## src/flash_ctl_pkg.sv

```systemverilog
// package holding the flash controller address map, field positions and reset values
// Behaviour
// - Flash is programmed one 64-byte row at a time, rows aligned on 64 bytes.
// - Program-select arms latching of address and data of next flash write. Here that write latches only its row address, and its data is not written.
// - Secured flash reads via debug or with debug pin enable return zero.
// - Every reset copies the nonvolatile option byte into the working register.
// - Option bit one leaves device unsecured; zero engages security after reset.
// - Security released only by bulk erase then any reset.
// - Debug keeps register and RAM access while secured, including erase control.
// - Normal-mode boot while secured clears debug pin enable, blocks debug.
// - Trim locations near flash top behave as ordinary flash.
// - High voltage only with a select bit set; both selects never together. Here high voltage stays on after both selects are cleared.
// - While secured, writes to program-select are ignored.
// - Working options register reads upper seven bits zero; writes ignored.
package flash_ctl_pkg;
    localparam logic [13:0] OPTIONS_WORKING_ADDR = 14'h0210;
    localparam logic [13:0] FLASH_CONTROL_ADDR = 14'h0211;
    localparam logic [13:0] PORT_A_PULL_ENABLE_ADDR = 14'h0220;
    localparam logic [13:0] PORT_A_PULL_DIRECTION_ADDR = 14'h0221;
    localparam logic [13:0] PORT_A_SLEW_ENABLE_ADDR = 14'h0222;
    localparam logic [13:0] OSC_TRIM_STORE_ADDR = 14'h3ffa;
    localparam logic [13:0] FINE_TRIM_STORE_ADDR = 14'h3ffb;
    localparam logic [13:0] OPTIONS_NONVOLATILE_ADDR = 14'h3ffc;
    localparam logic [13:0] FLASH_BASE_ADDR = 14'h3800;
    localparam logic [13:0] PAGE_SELECTOR_ADDR = 14'h001f;
    localparam logic [13:0] WINDOW_BASE_ADDR = 14'h00c0;
    localparam logic [13:0] WINDOW_LAST_ADDR = 14'h00ff;
    localparam int ROW_BYTES = 64;
    localparam int SECURITY_BIT = 0;
    localparam int PROGRAM_BIT = 0;
    localparam int ERASE_BIT = 2;
    localparam int HV_BIT = 3;
    localparam logic [7:0] CONTROL_RESET = 8'h00;
    localparam logic [7:0] OPTIONS_RESET = 8'h01;
    localparam logic [7:0] PORT_RESET = 8'h00;
    localparam logic [7:0] PORT_PULL_MASK = 8'h37;
    localparam logic [7:0] PORT_SLEW_MASK = 8'h3b;
    localparam logic [7:0] PAGE_RESET = 8'h00;
endpackage

```

## src/flash_array_if.sv

```systemverilog
// interface carrying flash array commands from controller to array port logic
`timescale 1ns/1ps
interface flash_array_if;
    logic [13:0] addr;
    logic [7:0] wdata;
    logic latch;
    logic byte_wr;
    logic program_mode;
    logic erase_mode;
    logic hv_on;
    logic [13:0] row_base;
    logic armed;
    modport ctrl (output addr, wdata, latch, byte_wr, program_mode, erase_mode, hv_on,
        input row_base, armed);
    modport port (input addr, wdata, latch, byte_wr, program_mode, erase_mode, hv_on,
        output row_base, armed);
endinterface

```

## src/flash_security_ctl.sv

```systemverilog
// flash control, option loading and debug security gating
`timescale 1ns/1ps
module flash_security_ctl
    import flash_ctl_pkg::*;
(
    // clock and reset
    input wire logic sys_clk,
    input wire logic rst_n,
    input wire logic clk_en,
    // cpu / debug data bus
    input wire logic [13:0] bus_addr,
    input wire logic [7:0] bus_wdata,
    input wire logic bus_wr,
    input wire logic bus_rd,
    input wire logic bus_from_debug,
    input wire logic bus_fetch_from_flash,
    output logic [7:0] bus_rdata,
    // flash array
    input wire logic [7:0] array_rdata,
    output logic [13:0] array_addr,
    output logic [7:0] array_wdata,
    output logic array_write,
    output logic array_erase_all,
    output logic array_hv,
    // system
    input wire logic mode_select_pin,
    input wire logic debug_pin_enable_wr,
    input wire logic debug_pin_enable_in,
    output logic debug_pin_enable,
    output logic debug_blocked,
    output logic secured,
    output logic [7:0] port_a_pull_enable_reg,
    output logic [7:0] port_a_pull_direction_reg,
    output logic [7:0] port_a_slew_enable_reg
);
    typedef enum logic [1:0] {LOAD_REQ, LOAD_WAIT, RUNNING} boot_t;

    logic ms_meta, ms_sync;
    boot_t boot, next_boot;
    logic [7:0] options_working_reg, next_options;
    logic [7:0] flash_control_reg, next_control;
    logic [7:0] page_selector, next_page;
    logic [7:0] next_pull_en, next_pull_dir, next_slew;
    logic next_dbg_pe, next_dbg_blocked;
    logic [7:0] next_rdata;
    logic in_window, flash_target, ctrl_write_ok;
    logic [13:0] eff_addr;
    flash_array_if arr();

    function automatic logic [13:0] window_map(input logic [7:0] page, input logic [13:0] a);
        window_map = {page, a[5:0]};
    endfunction

    // mode pin synchroniser, left unreset so it follows the pin while reset is held
    always_ff @(posedge sys_clk) begin
        if (clk_en) begin
            ms_meta <= mode_select_pin;
            ms_sync <= ms_meta;
        end
    end

    assign in_window = bus_addr >= WINDOW_BASE_ADDR && bus_addr <= WINDOW_LAST_ADDR;
    assign eff_addr = in_window ? window_map(page_selector, bus_addr) : bus_addr;
    assign flash_target = eff_addr >= FLASH_BASE_ADDR;
    // flash-fetched code cannot drive program or erase
    assign ctrl_write_ok = bus_wr && !bus_fetch_from_flash;
    assign secured = ~options_working_reg[SECURITY_BIT];

    assign arr.addr = eff_addr;
    assign arr.wdata = bus_wdata;
    assign arr.latch = ctrl_write_ok && in_window && flash_target;
    assign arr.byte_wr = arr.latch;
    assign arr.program_mode = flash_control_reg[PROGRAM_BIT];
    assign arr.erase_mode = flash_control_reg[ERASE_BIT];
    assign arr.hv_on = flash_control_reg[HV_BIT];

    // boot, option copy and register writes
    always_comb begin
        next_boot = boot;
        next_options = options_working_reg;
        next_control = flash_control_reg;
        next_page = page_selector;
        next_pull_en = port_a_pull_enable_reg;
        next_pull_dir = port_a_pull_direction_reg;
        next_slew = port_a_slew_enable_reg;
        next_dbg_pe = debug_pin_enable;
        next_dbg_blocked = debug_blocked;
        case (boot)
            LOAD_REQ: next_boot = LOAD_WAIT;
            LOAD_WAIT: begin
                // copy bit zero of option byte, which selects security
                next_options = {7'h00, array_rdata[SECURITY_BIT]};
                if (ms_sync && !array_rdata[SECURITY_BIT]) begin
                    next_dbg_pe = 1'b0;
                    next_dbg_blocked = 1'b1;
                end
                next_boot = RUNNING;
            end
            RUNNING: begin
                if (debug_pin_enable_wr && !debug_blocked) begin
                    next_dbg_pe = debug_pin_enable_in;
                end
                if (bus_wr && bus_addr == PAGE_SELECTOR_ADDR) begin
                    next_page = bus_wdata;
                end
                // control reachable from debug even when secured
                if (ctrl_write_ok && eff_addr == FLASH_CONTROL_ADDR) begin
                    next_control[ERASE_BIT] = bus_wdata[ERASE_BIT];
                    if (!secured) begin
                        next_control[PROGRAM_BIT] = bus_wdata[PROGRAM_BIT];
                    end
                    // selects exclusive, keep the one already set
                    if (next_control[PROGRAM_BIT] && next_control[ERASE_BIT]) begin
                        next_control[PROGRAM_BIT] = flash_control_reg[PROGRAM_BIT];
                        next_control[ERASE_BIT] = flash_control_reg[ERASE_BIT];
                    end
                    next_control[HV_BIT] = bus_wdata[HV_BIT] &&
                        (next_control[PROGRAM_BIT] || next_control[ERASE_BIT] ||
                         flash_control_reg[HV_BIT]);
                    if (!flash_control_reg[HV_BIT] && bus_wdata[HV_BIT] &&
                        !(flash_control_reg[PROGRAM_BIT] || flash_control_reg[ERASE_BIT])) begin
                        next_control[HV_BIT] = 1'b0;
                    end
                end
                if (bus_wr && eff_addr == PORT_A_PULL_ENABLE_ADDR) begin
                    next_pull_en = bus_wdata & PORT_PULL_MASK;
                end
                if (bus_wr && eff_addr == PORT_A_PULL_DIRECTION_ADDR) begin
                    next_pull_dir = bus_wdata & PORT_PULL_MASK;
                end
                if (bus_wr && eff_addr == PORT_A_SLEW_ENABLE_ADDR) begin
                    next_slew = bus_wdata & PORT_SLEW_MASK;
                end
            end
            default: next_boot = LOAD_REQ;
        endcase
    end

    // read data path
    always_comb begin
        next_rdata = 8'h00;
        if (bus_rd) begin
            if (flash_target) begin
                // secured flash reads from debug return zero
                if (!(secured && (bus_from_debug || debug_pin_enable))) begin
                    next_rdata = array_rdata;
                end
            end else if (eff_addr == OPTIONS_WORKING_ADDR) begin
                next_rdata = options_working_reg;
            end else if (eff_addr == FLASH_CONTROL_ADDR) begin
                next_rdata = flash_control_reg;
            end else if (eff_addr == PAGE_SELECTOR_ADDR) begin
                next_rdata = page_selector;
            end else if (eff_addr == PORT_A_PULL_ENABLE_ADDR) begin
                next_rdata = port_a_pull_enable_reg;
            end else if (eff_addr == PORT_A_PULL_DIRECTION_ADDR) begin
                next_rdata = port_a_pull_direction_reg;
            end else if (eff_addr == PORT_A_SLEW_ENABLE_ADDR) begin
                next_rdata = port_a_slew_enable_reg;
            end
        end
    end

    logic [13:0] arr_addr_q;

    // option byte during boot, the pending byte write, else the bus address for reads
    assign array_addr = (boot != RUNNING) ? OPTIONS_NONVOLATILE_ADDR :
        (array_write ? arr_addr_q : eff_addr);

    // state registers
    always_ff @(posedge sys_clk or negedge rst_n) begin
        if (!rst_n) begin
            boot <= LOAD_REQ;
            options_working_reg <= OPTIONS_RESET;
            flash_control_reg <= CONTROL_RESET;
            page_selector <= PAGE_RESET;
            port_a_pull_enable_reg <= PORT_RESET;
            port_a_pull_direction_reg <= PORT_RESET;
            port_a_slew_enable_reg <= PORT_RESET;
            debug_pin_enable <= 1'b0;
            debug_blocked <= 1'b0;
            bus_rdata <= 8'h00;
        end else if (clk_en) begin
            boot <= next_boot;
            options_working_reg <= next_options;
            flash_control_reg <= next_control;
            page_selector <= next_page;
            port_a_pull_enable_reg <= next_pull_en;
            port_a_pull_direction_reg <= next_pull_dir;
            port_a_slew_enable_reg <= next_slew;
            debug_pin_enable <= next_dbg_pe;
            debug_blocked <= next_dbg_blocked;
            bus_rdata <= next_rdata;
        end
    end

    flash_row_latch u_row (
        .sys_clk(sys_clk),
        .rst_n(rst_n),
        .clk_en(clk_en),
        .cmd(arr.port),
        .array_addr(arr_addr_q),
        .array_wdata(array_wdata),
        .array_write(array_write),
        .array_erase_all(array_erase_all),
        .array_hv(array_hv)
    );

    // checks
    property p_selects_exclusive;
        @(posedge sys_clk) disable iff (!rst_n)
        !(flash_control_reg[PROGRAM_BIT] && flash_control_reg[ERASE_BIT]);
    endproperty
    a_selects_exclusive: assert property (p_selects_exclusive)
        else $error("program and erase selected together");
    property p_hv_needs_select;
        @(posedge sys_clk) disable iff (!rst_n)
        $rose(flash_control_reg[HV_BIT]) |->
            $past(flash_control_reg[PROGRAM_BIT] || flash_control_reg[ERASE_BIT]);
    endproperty
    a_hv_needs_select: assert property (p_hv_needs_select)
        else $error("high voltage set without select");
    property p_secure_no_program;
        @(posedge sys_clk) disable iff (!rst_n)
        secured && !flash_control_reg[PROGRAM_BIT] |=> !flash_control_reg[PROGRAM_BIT];
    endproperty
    a_secure_no_program: assert property (p_secure_no_program)
        else $error("program select set while secured");
    property p_secure_read_zero;
        @(posedge sys_clk) disable iff (!rst_n)
        clk_en && bus_rd && flash_target && secured && bus_from_debug && boot == RUNNING
            |=> bus_rdata == 8'h00;
    endproperty
    a_secure_read_zero: assert property (p_secure_read_zero)
        else $error("secured debug read leaked data");
    property p_options_upper_zero;
        @(posedge sys_clk) disable iff (!rst_n)
        options_working_reg[7:1] == 7'h00;
    endproperty
    a_options_upper_zero: assert property (p_options_upper_zero)
        else $error("options upper bits not zero");
    property p_option_copy;
        @(posedge sys_clk) disable iff (!rst_n)
        clk_en && boot == LOAD_WAIT |=> options_working_reg[0] == $past(array_rdata[0]);
    endproperty
    a_option_copy: assert property (p_option_copy)
        else $error("option byte not copied");
    property p_options_stable;
        @(posedge sys_clk) disable iff (!rst_n)
        boot == RUNNING && $past(boot) == RUNNING |-> $stable(options_working_reg);
    endproperty
    a_options_stable: assert property (p_options_stable)
        else $error("options changed after boot");
    property p_debug_block;
        @(posedge sys_clk) disable iff (!rst_n)
        debug_blocked |-> !debug_pin_enable;
    endproperty
    a_debug_block: assert property (p_debug_block)
        else $error("debug enabled while blocked");
    c_erase_run: cover property (@(posedge sys_clk) disable iff (!rst_n) array_erase_all);
    c_secured: cover property (@(posedge sys_clk) disable iff (!rst_n) secured);
    c_blocked: cover property (@(posedge sys_clk) disable iff (!rst_n) debug_blocked);
    c_row_armed: cover property (@(posedge sys_clk) disable iff (!rst_n)
        arr.armed && arr.row_base[13:6] == page_selector);
endmodule

```

## src/flash_row_latch.sv

```systemverilog
// row latch: captures the armed row and forwards array strobes
`timescale 1ns/1ps
module flash_row_latch
    import flash_ctl_pkg::*;
(
    // clock and reset
    input wire logic sys_clk,
    input wire logic rst_n,
    input wire logic clk_en,
    // command side
    flash_array_if.port cmd,
    // array pins
    output logic [13:0] array_addr,
    output logic [7:0] array_wdata,
    output logic array_write,
    output logic array_erase_all,
    output logic array_hv
);
    logic [13:0] row_base;
    logic armed;
    logic [13:0] next_row_base;
    logic next_armed;
    logic [13:0] next_array_addr;
    logic [7:0] next_array_wdata;
    logic next_array_write;

    // row capture and per-byte write strobe
    always_comb begin
        next_row_base = row_base;
        next_armed = armed;
        next_array_addr = array_addr;
        next_array_wdata = array_wdata;
        next_array_write = 1'b0;
        if (!cmd.program_mode && !cmd.erase_mode) begin
            next_armed = 1'b0;
        end else if (cmd.latch && !armed) begin
            next_row_base = {cmd.addr[13:6], 6'h00};
            next_armed = 1'b1;
        end else if (cmd.byte_wr && armed && cmd.program_mode && cmd.hv_on
                     && cmd.addr[13:6] == row_base[13:6]) begin
            next_array_addr = cmd.addr;
            next_array_wdata = cmd.wdata;
            next_array_write = 1'b1;
        end
    end

    // registers
    always_ff @(posedge sys_clk or negedge rst_n) begin
        if (!rst_n) begin
            row_base <= 14'h0000;
            armed <= 1'b0;
            array_addr <= 14'h0000;
            array_wdata <= 8'h00;
            array_write <= 1'b0;
        end else if (clk_en) begin
            row_base <= next_row_base;
            armed <= next_armed;
            array_addr <= next_array_addr;
            array_wdata <= next_array_wdata;
            array_write <= next_array_write;
        end
    end

    assign cmd.row_base = row_base;
    assign cmd.armed = armed;
    assign array_erase_all = armed & cmd.erase_mode & cmd.hv_on;
    assign array_hv = cmd.hv_on;

    property p_write_in_row;
        @(posedge sys_clk) disable iff (!rst_n)
        array_write |-> array_addr[13:6] == row_base[13:6];
    endproperty
    a_write_in_row: assert property (p_write_in_row)
        else $error("byte write outside latched row");
    c_row_write: cover property (@(posedge sys_clk) disable iff (!rst_n) array_write);
endmodule

```

## config.mk

```make
export PLATFORM = sky130hd
export DESIGN_NAME = flash_security_ctl
export DESIGN_NICKNAME = d
export VERILOG_FILES = /design/src/flash_ctl_pkg.sv /design/src/flash_array_if.sv /design/src/flash_security_ctl.sv /design/src/flash_row_latch.sv
export SDC_FILE = /design/constraint.sdc
export NUM_CORES = 1
export LEC_CHECK = 0
export ABC_CLOCK_PERIOD_IN_PS = 2400
export BUFFER_PORTS_ARGS = -buffer_cell sky130_fd_sc_hd__buf_2
export CAP_MARGIN = 5
export CORE_UTILIZATION = 48
export CTS_CLUSTER_DIAMETER = 80
export CTS_CLUSTER_SIZE = 24
export DETAILED_ROUTE_END_ITERATION = 16
export PLACE_DENSITY = 0.82
export SYNTH_ARGS = -nofsm -noshare
export SYNTH_HDL_FRONTEND = slang
export SYNTH_SLANG_ARGS = --single-unit
export TNS_END_PERCENT = 1
```

## constraint.sdc

```tcl
create_clock -name sys_clk -period 2.4 [get_ports sys_clk]
set_input_delay 0.24 -clock sys_clk [delete_from_list [all_inputs] [get_ports sys_clk]]
set_output_delay 0.24 -clock sys_clk [all_outputs]
set_load 0.02 [all_outputs]
```

==> impl_results.md <==
- Site row count: 32
- DP Worst Slack: -0.228 ns
- Total grt overflow: 0
- Largest fanout on the critical path: 5
- Final setup slack of the worst path: approximately 0.0074 ns
- Remaining routing DRC violations: 0
- Number of max-cap violations: 0
- Maximum vdd drop: about 0.44 mV
- Transition time at the pin with the least slew margin: about 0.75 ns
- Run status: complete, no violations
- Combinational cell fraction of total power: approximately a fifth
- Count of flip-flops with a built-in enable after synthesis: 2
- Clock tree from TritonCTS: done
- Number of placed instances with taps included: between 500 and 600
- First-pass detailed-route iteration total: 5
- Part of the power in the clock network: 35.6%
- Sequence of cells on the critical path: or4_4 > buf_4 > o31a_1 > nor4_2 > buf_4 > a222oi_1 > mux2_4 > o21ai_2
- Critical path data required time: about 2.7 ns
- Via count of the first global-routing pass: roughly 3500
- Register with the highest flop count: u_row.array_addr
- Number of slew-limit violations in the final report: 0
- Worst Hold Slack: around 0.058 ns
- Global-route wire length before repair: between 15000 and 20000 um
- Crit Path Class: flop to flop
- Synth Warn #: 0
- Psw: around 0.87 mW
- Endpoint class of the critical path: flop
- Maximum count of clock buffers along a single path: 2
- Clock buffer count from CTS: 9
- Share of power burned in registers: about 46%
- Cell at the root of the clock tree: sky130_fd_sc_hd__clkbuf_8
- Family with the most delay on the worst path: simple AND/OR/NAND/NOR gates
- Fin nets: between 500 and 600
- Port Buf Inserts: 90
- Number of endpoints with negative hold slack in the final report: 0
- Num Clock Sinks: 73
- GR Util All Layers: about 26%
- Post-synthesis cell area: approximately 0.0040 mm2
- Post-layout total power: between 2 and 3 mW
- Chip Width: 93.3 um
- Relative max-transition margin: 50.1%
- Initial core utilization: about 51%
- Via-to-Cell Ratio: ~5.7
- Number of H-tree branching levels: 3
- Number of antenna violations at the first check in global routing: 0
- Height of the die: slightly above 90 um
- Largest register FFs: 14
- Count of placed standard cells in the final layout, fillers left out: 600
- PD cells: roughly 570 mW/mm2
- Maximum achievable frequency: about 0.42 GHz
- Worst Setup Start Kind: flop
- Total number of vias: between 3000 and 4000
- Total buffers and inverters traversed by the critical path: 2
- Clock network latency to the later pin of the worst-skew pair: about 0.35 ns
- Most common cell type on the critical path: sky130_fd_sc_hd__buf_4
- Area Overhead vs Synth: 27.6%
- Reported leakage power: between 2 and 3 nW
- Routed len/inst: between 15 and 20 um
- First DRT Iteration DRCs: roughly 180
- Number of primary I/O pins: 100
- Period utilisation layout: around 100%
- Internal power: about 2.0 mW
- Top FF cell, synth: sky130_fd_sc_hd__dfrtp_1
- Clock transition at the registers of the reported paths: about 0.080 ns
- Wirelength, routed: 10300 um
- Mean post-synth cell area: roughly 11 um2
- Proportion of synthesized flip-flops having asynchronous set or reset: 97.3%
- Weighted congestion at the end of routability-driven global placement: 0.886
- Routed Antenna Nets: 0
- Worst Path Arrival: about 2.7 ns
- HP Class: primary input to flop
- Clock tree skew after final layout: roughly 0.0091 ns
- CORE AREA: around 0.008 mm2
- Flop and latch count out of synthesis: 73
- Largest net degree at the start of global routing: 42
- Min Clock Period, post-route: around 2.4 ns
- Diodes inserted: 0
- Post-detailed-placement half-perimeter wirelength: just under 8000 um
- Final setup violation count: 0
- Area of the die: a little under 0.009 mm2
- RSZ-0062 raised after global routing: true
- Largest stage delay on the critical path: approximately 0.57 ns
- Post-synthesis sequential area ratio: roughly 46%
- Slowest CP cell: sky130_fd_sc_hd__or4_4
- Post-synth cell types: 66
- Synthesized instance count: approximately 360
- Switching portion of total power: between 20 and 30%
- Share of layout cells above drive strength 1: 44.4%
-- cell usage in the layout (no fill, tap or decap), types with 4 or more instances in the layout --
cell,n
sky130_fd_sc_hd__conb_1,9
sky130_fd_sc_hd__dfrtp_1,70
sky130_fd_sc_hd__mux2_2,31
sky130_fd_sc_hd__a21oi_1,8
sky130_fd_sc_hd__or2_2,4
sky130_fd_sc_hd__a222oi_1,5
sky130_fd_sc_hd__o21ai_0,13
sky130_fd_sc_hd__a31oi_1,6
sky130_fd_sc_hd__buf_2,90
sky130_fd_sc_hd__xnor2_1,5
sky130_fd_sc_hd__mux2i_1,10
sky130_fd_sc_hd__clkbuf_8,12
sky130_fd_sc_hd__nor2_1,16
sky130_fd_sc_hd__nand2_1,31
sky130_fd_sc_hd__inv_1,17
sky130_fd_sc_hd__and2_1,4
sky130_fd_sc_hd__nand2b_1,8
sky130_fd_sc_hd__nor2b_1,5
sky130_fd_sc_hd__nor3_1,7
sky130_fd_sc_hd__nor4_2,4
sky130_fd_sc_hd__buf_4,43
sky130_fd_sc_hd__mux2_4,17
-- metrics by stage --
stage	utilization [%]	area (um2)	setup TNS, ns
3_5_place_dp	61.0	4810	-5.08
6_report	64.7	5100	0
3_3_place_gp	61.0	4810	-4.02
2_1_floorplan	-	4030	0
5_1_grt	64.7	5100	-0.296
4_1_cts	64.2	5070	-0.0388
-- path summary, 6_finish.rpt --
check | start | to | slack [ns] | depth (start not counted)
setup / recovery | page_selector[4]$_DFFE_PN0P_ | bus_rdata[1]$_DFFE_PN0P_ | 0.007 | 8
hold / removal | mode_select_pin | ms_meta$_DFFE_PP_ | 0.06 | 1
setup reg to reg | page_selector[4]$_DFFE_PN0P_ | bus_rdata[1]$_DFFE_PN0P_ | 0.007 | 8
hold reg to reg | ms_meta$_DFFE_PP_ | ms_sync$_DFFE_PP_ | 0.42 | 0
max in group asynchronous | rst_n | options_working_reg[0]$_DFFE_PN1P_ | 1.19 | 3
min in group asynchronous | rst_n | port_a_pull_enable_reg[2]$_DFFE_PN0P_ | 0.49 | 2
-- cells in the mapped netlist (all sizes together) (5+ instances only) --
master,n,area (um2)
dfrtp,70,1750
mux2,48,601
nand2,31,116
inv,17,63.8
nor2,16,60.1
o21ai,16,80.1
buf,14,108
clkbuf,11,41.3
mux2i,10,100
nor3,9,50.1
a21oi,8,40.0
nand2b,8,50.1
nor4,7,56.3
a31oi,6,37.5
a222oi,5,50.1
nor2b,5,31.3
or4,5,37.5
xnor2,5,43.8
-- timing repair --
item                                   4_1_cts  5_1_grt
setup endpoints to repair                   14       17
setup buffers                                2        0
pin swaps                                    2        2
hold buffers                                 1        0
resized for setup                            4        9
endpoints found under the hold margin       30        0
-- cells by family (layout without fill, tap and decap cells) --
family          Yosys count  after routing  share of synthesized area, %
simple gates            112            112                          16.0
fa+ha+maj                 3              3                         0.939
buf+inv                  42            169                          5.32
mux                      58             58                          17.5
flops                    73             73                          46.0
compound gates           66             66                          12.4
xor+xnor                  8              8                          1.75
other cells               1              9                        0.0938
-- power groups by stage --
stage / registers [mW] / logic, mW / clock network [mW]
after floorplan: 1.34 / 0.325 / 0
after global placement: 1.34 / 0.527 / 0
after detailed placement: 1.34 / 0.544 / 0
after CTS: 1.32 / 0.550 / 1.06
after global routing: 1.32 / 0.603 / 1.10
final: 1.32 / 0.548 / 1.04
-- cell type report --
class	instances	area, um2
repair buffers	136	823
fillers	636	2790
inverters	17	63.8
clock buffers	12	165
flip-flops and latches	73	1840
clock inverters	4	50.0
multi-input cells	256	2030
well taps	102	128
-- metal layers --
layer | up-vias | GRT usage (%) | share of wire [%]
met5 | - | 0 | 0
met4 | 0 | 8.72 | 2.4
met3 | 23 | 6.42 | 6.2
met2 | 138 | 42.3 | 48
met1 | 1666 | 33.2 | 43
li1 | 1570 | - | -
Note: power is estimated with default switching activity, not from simulation.
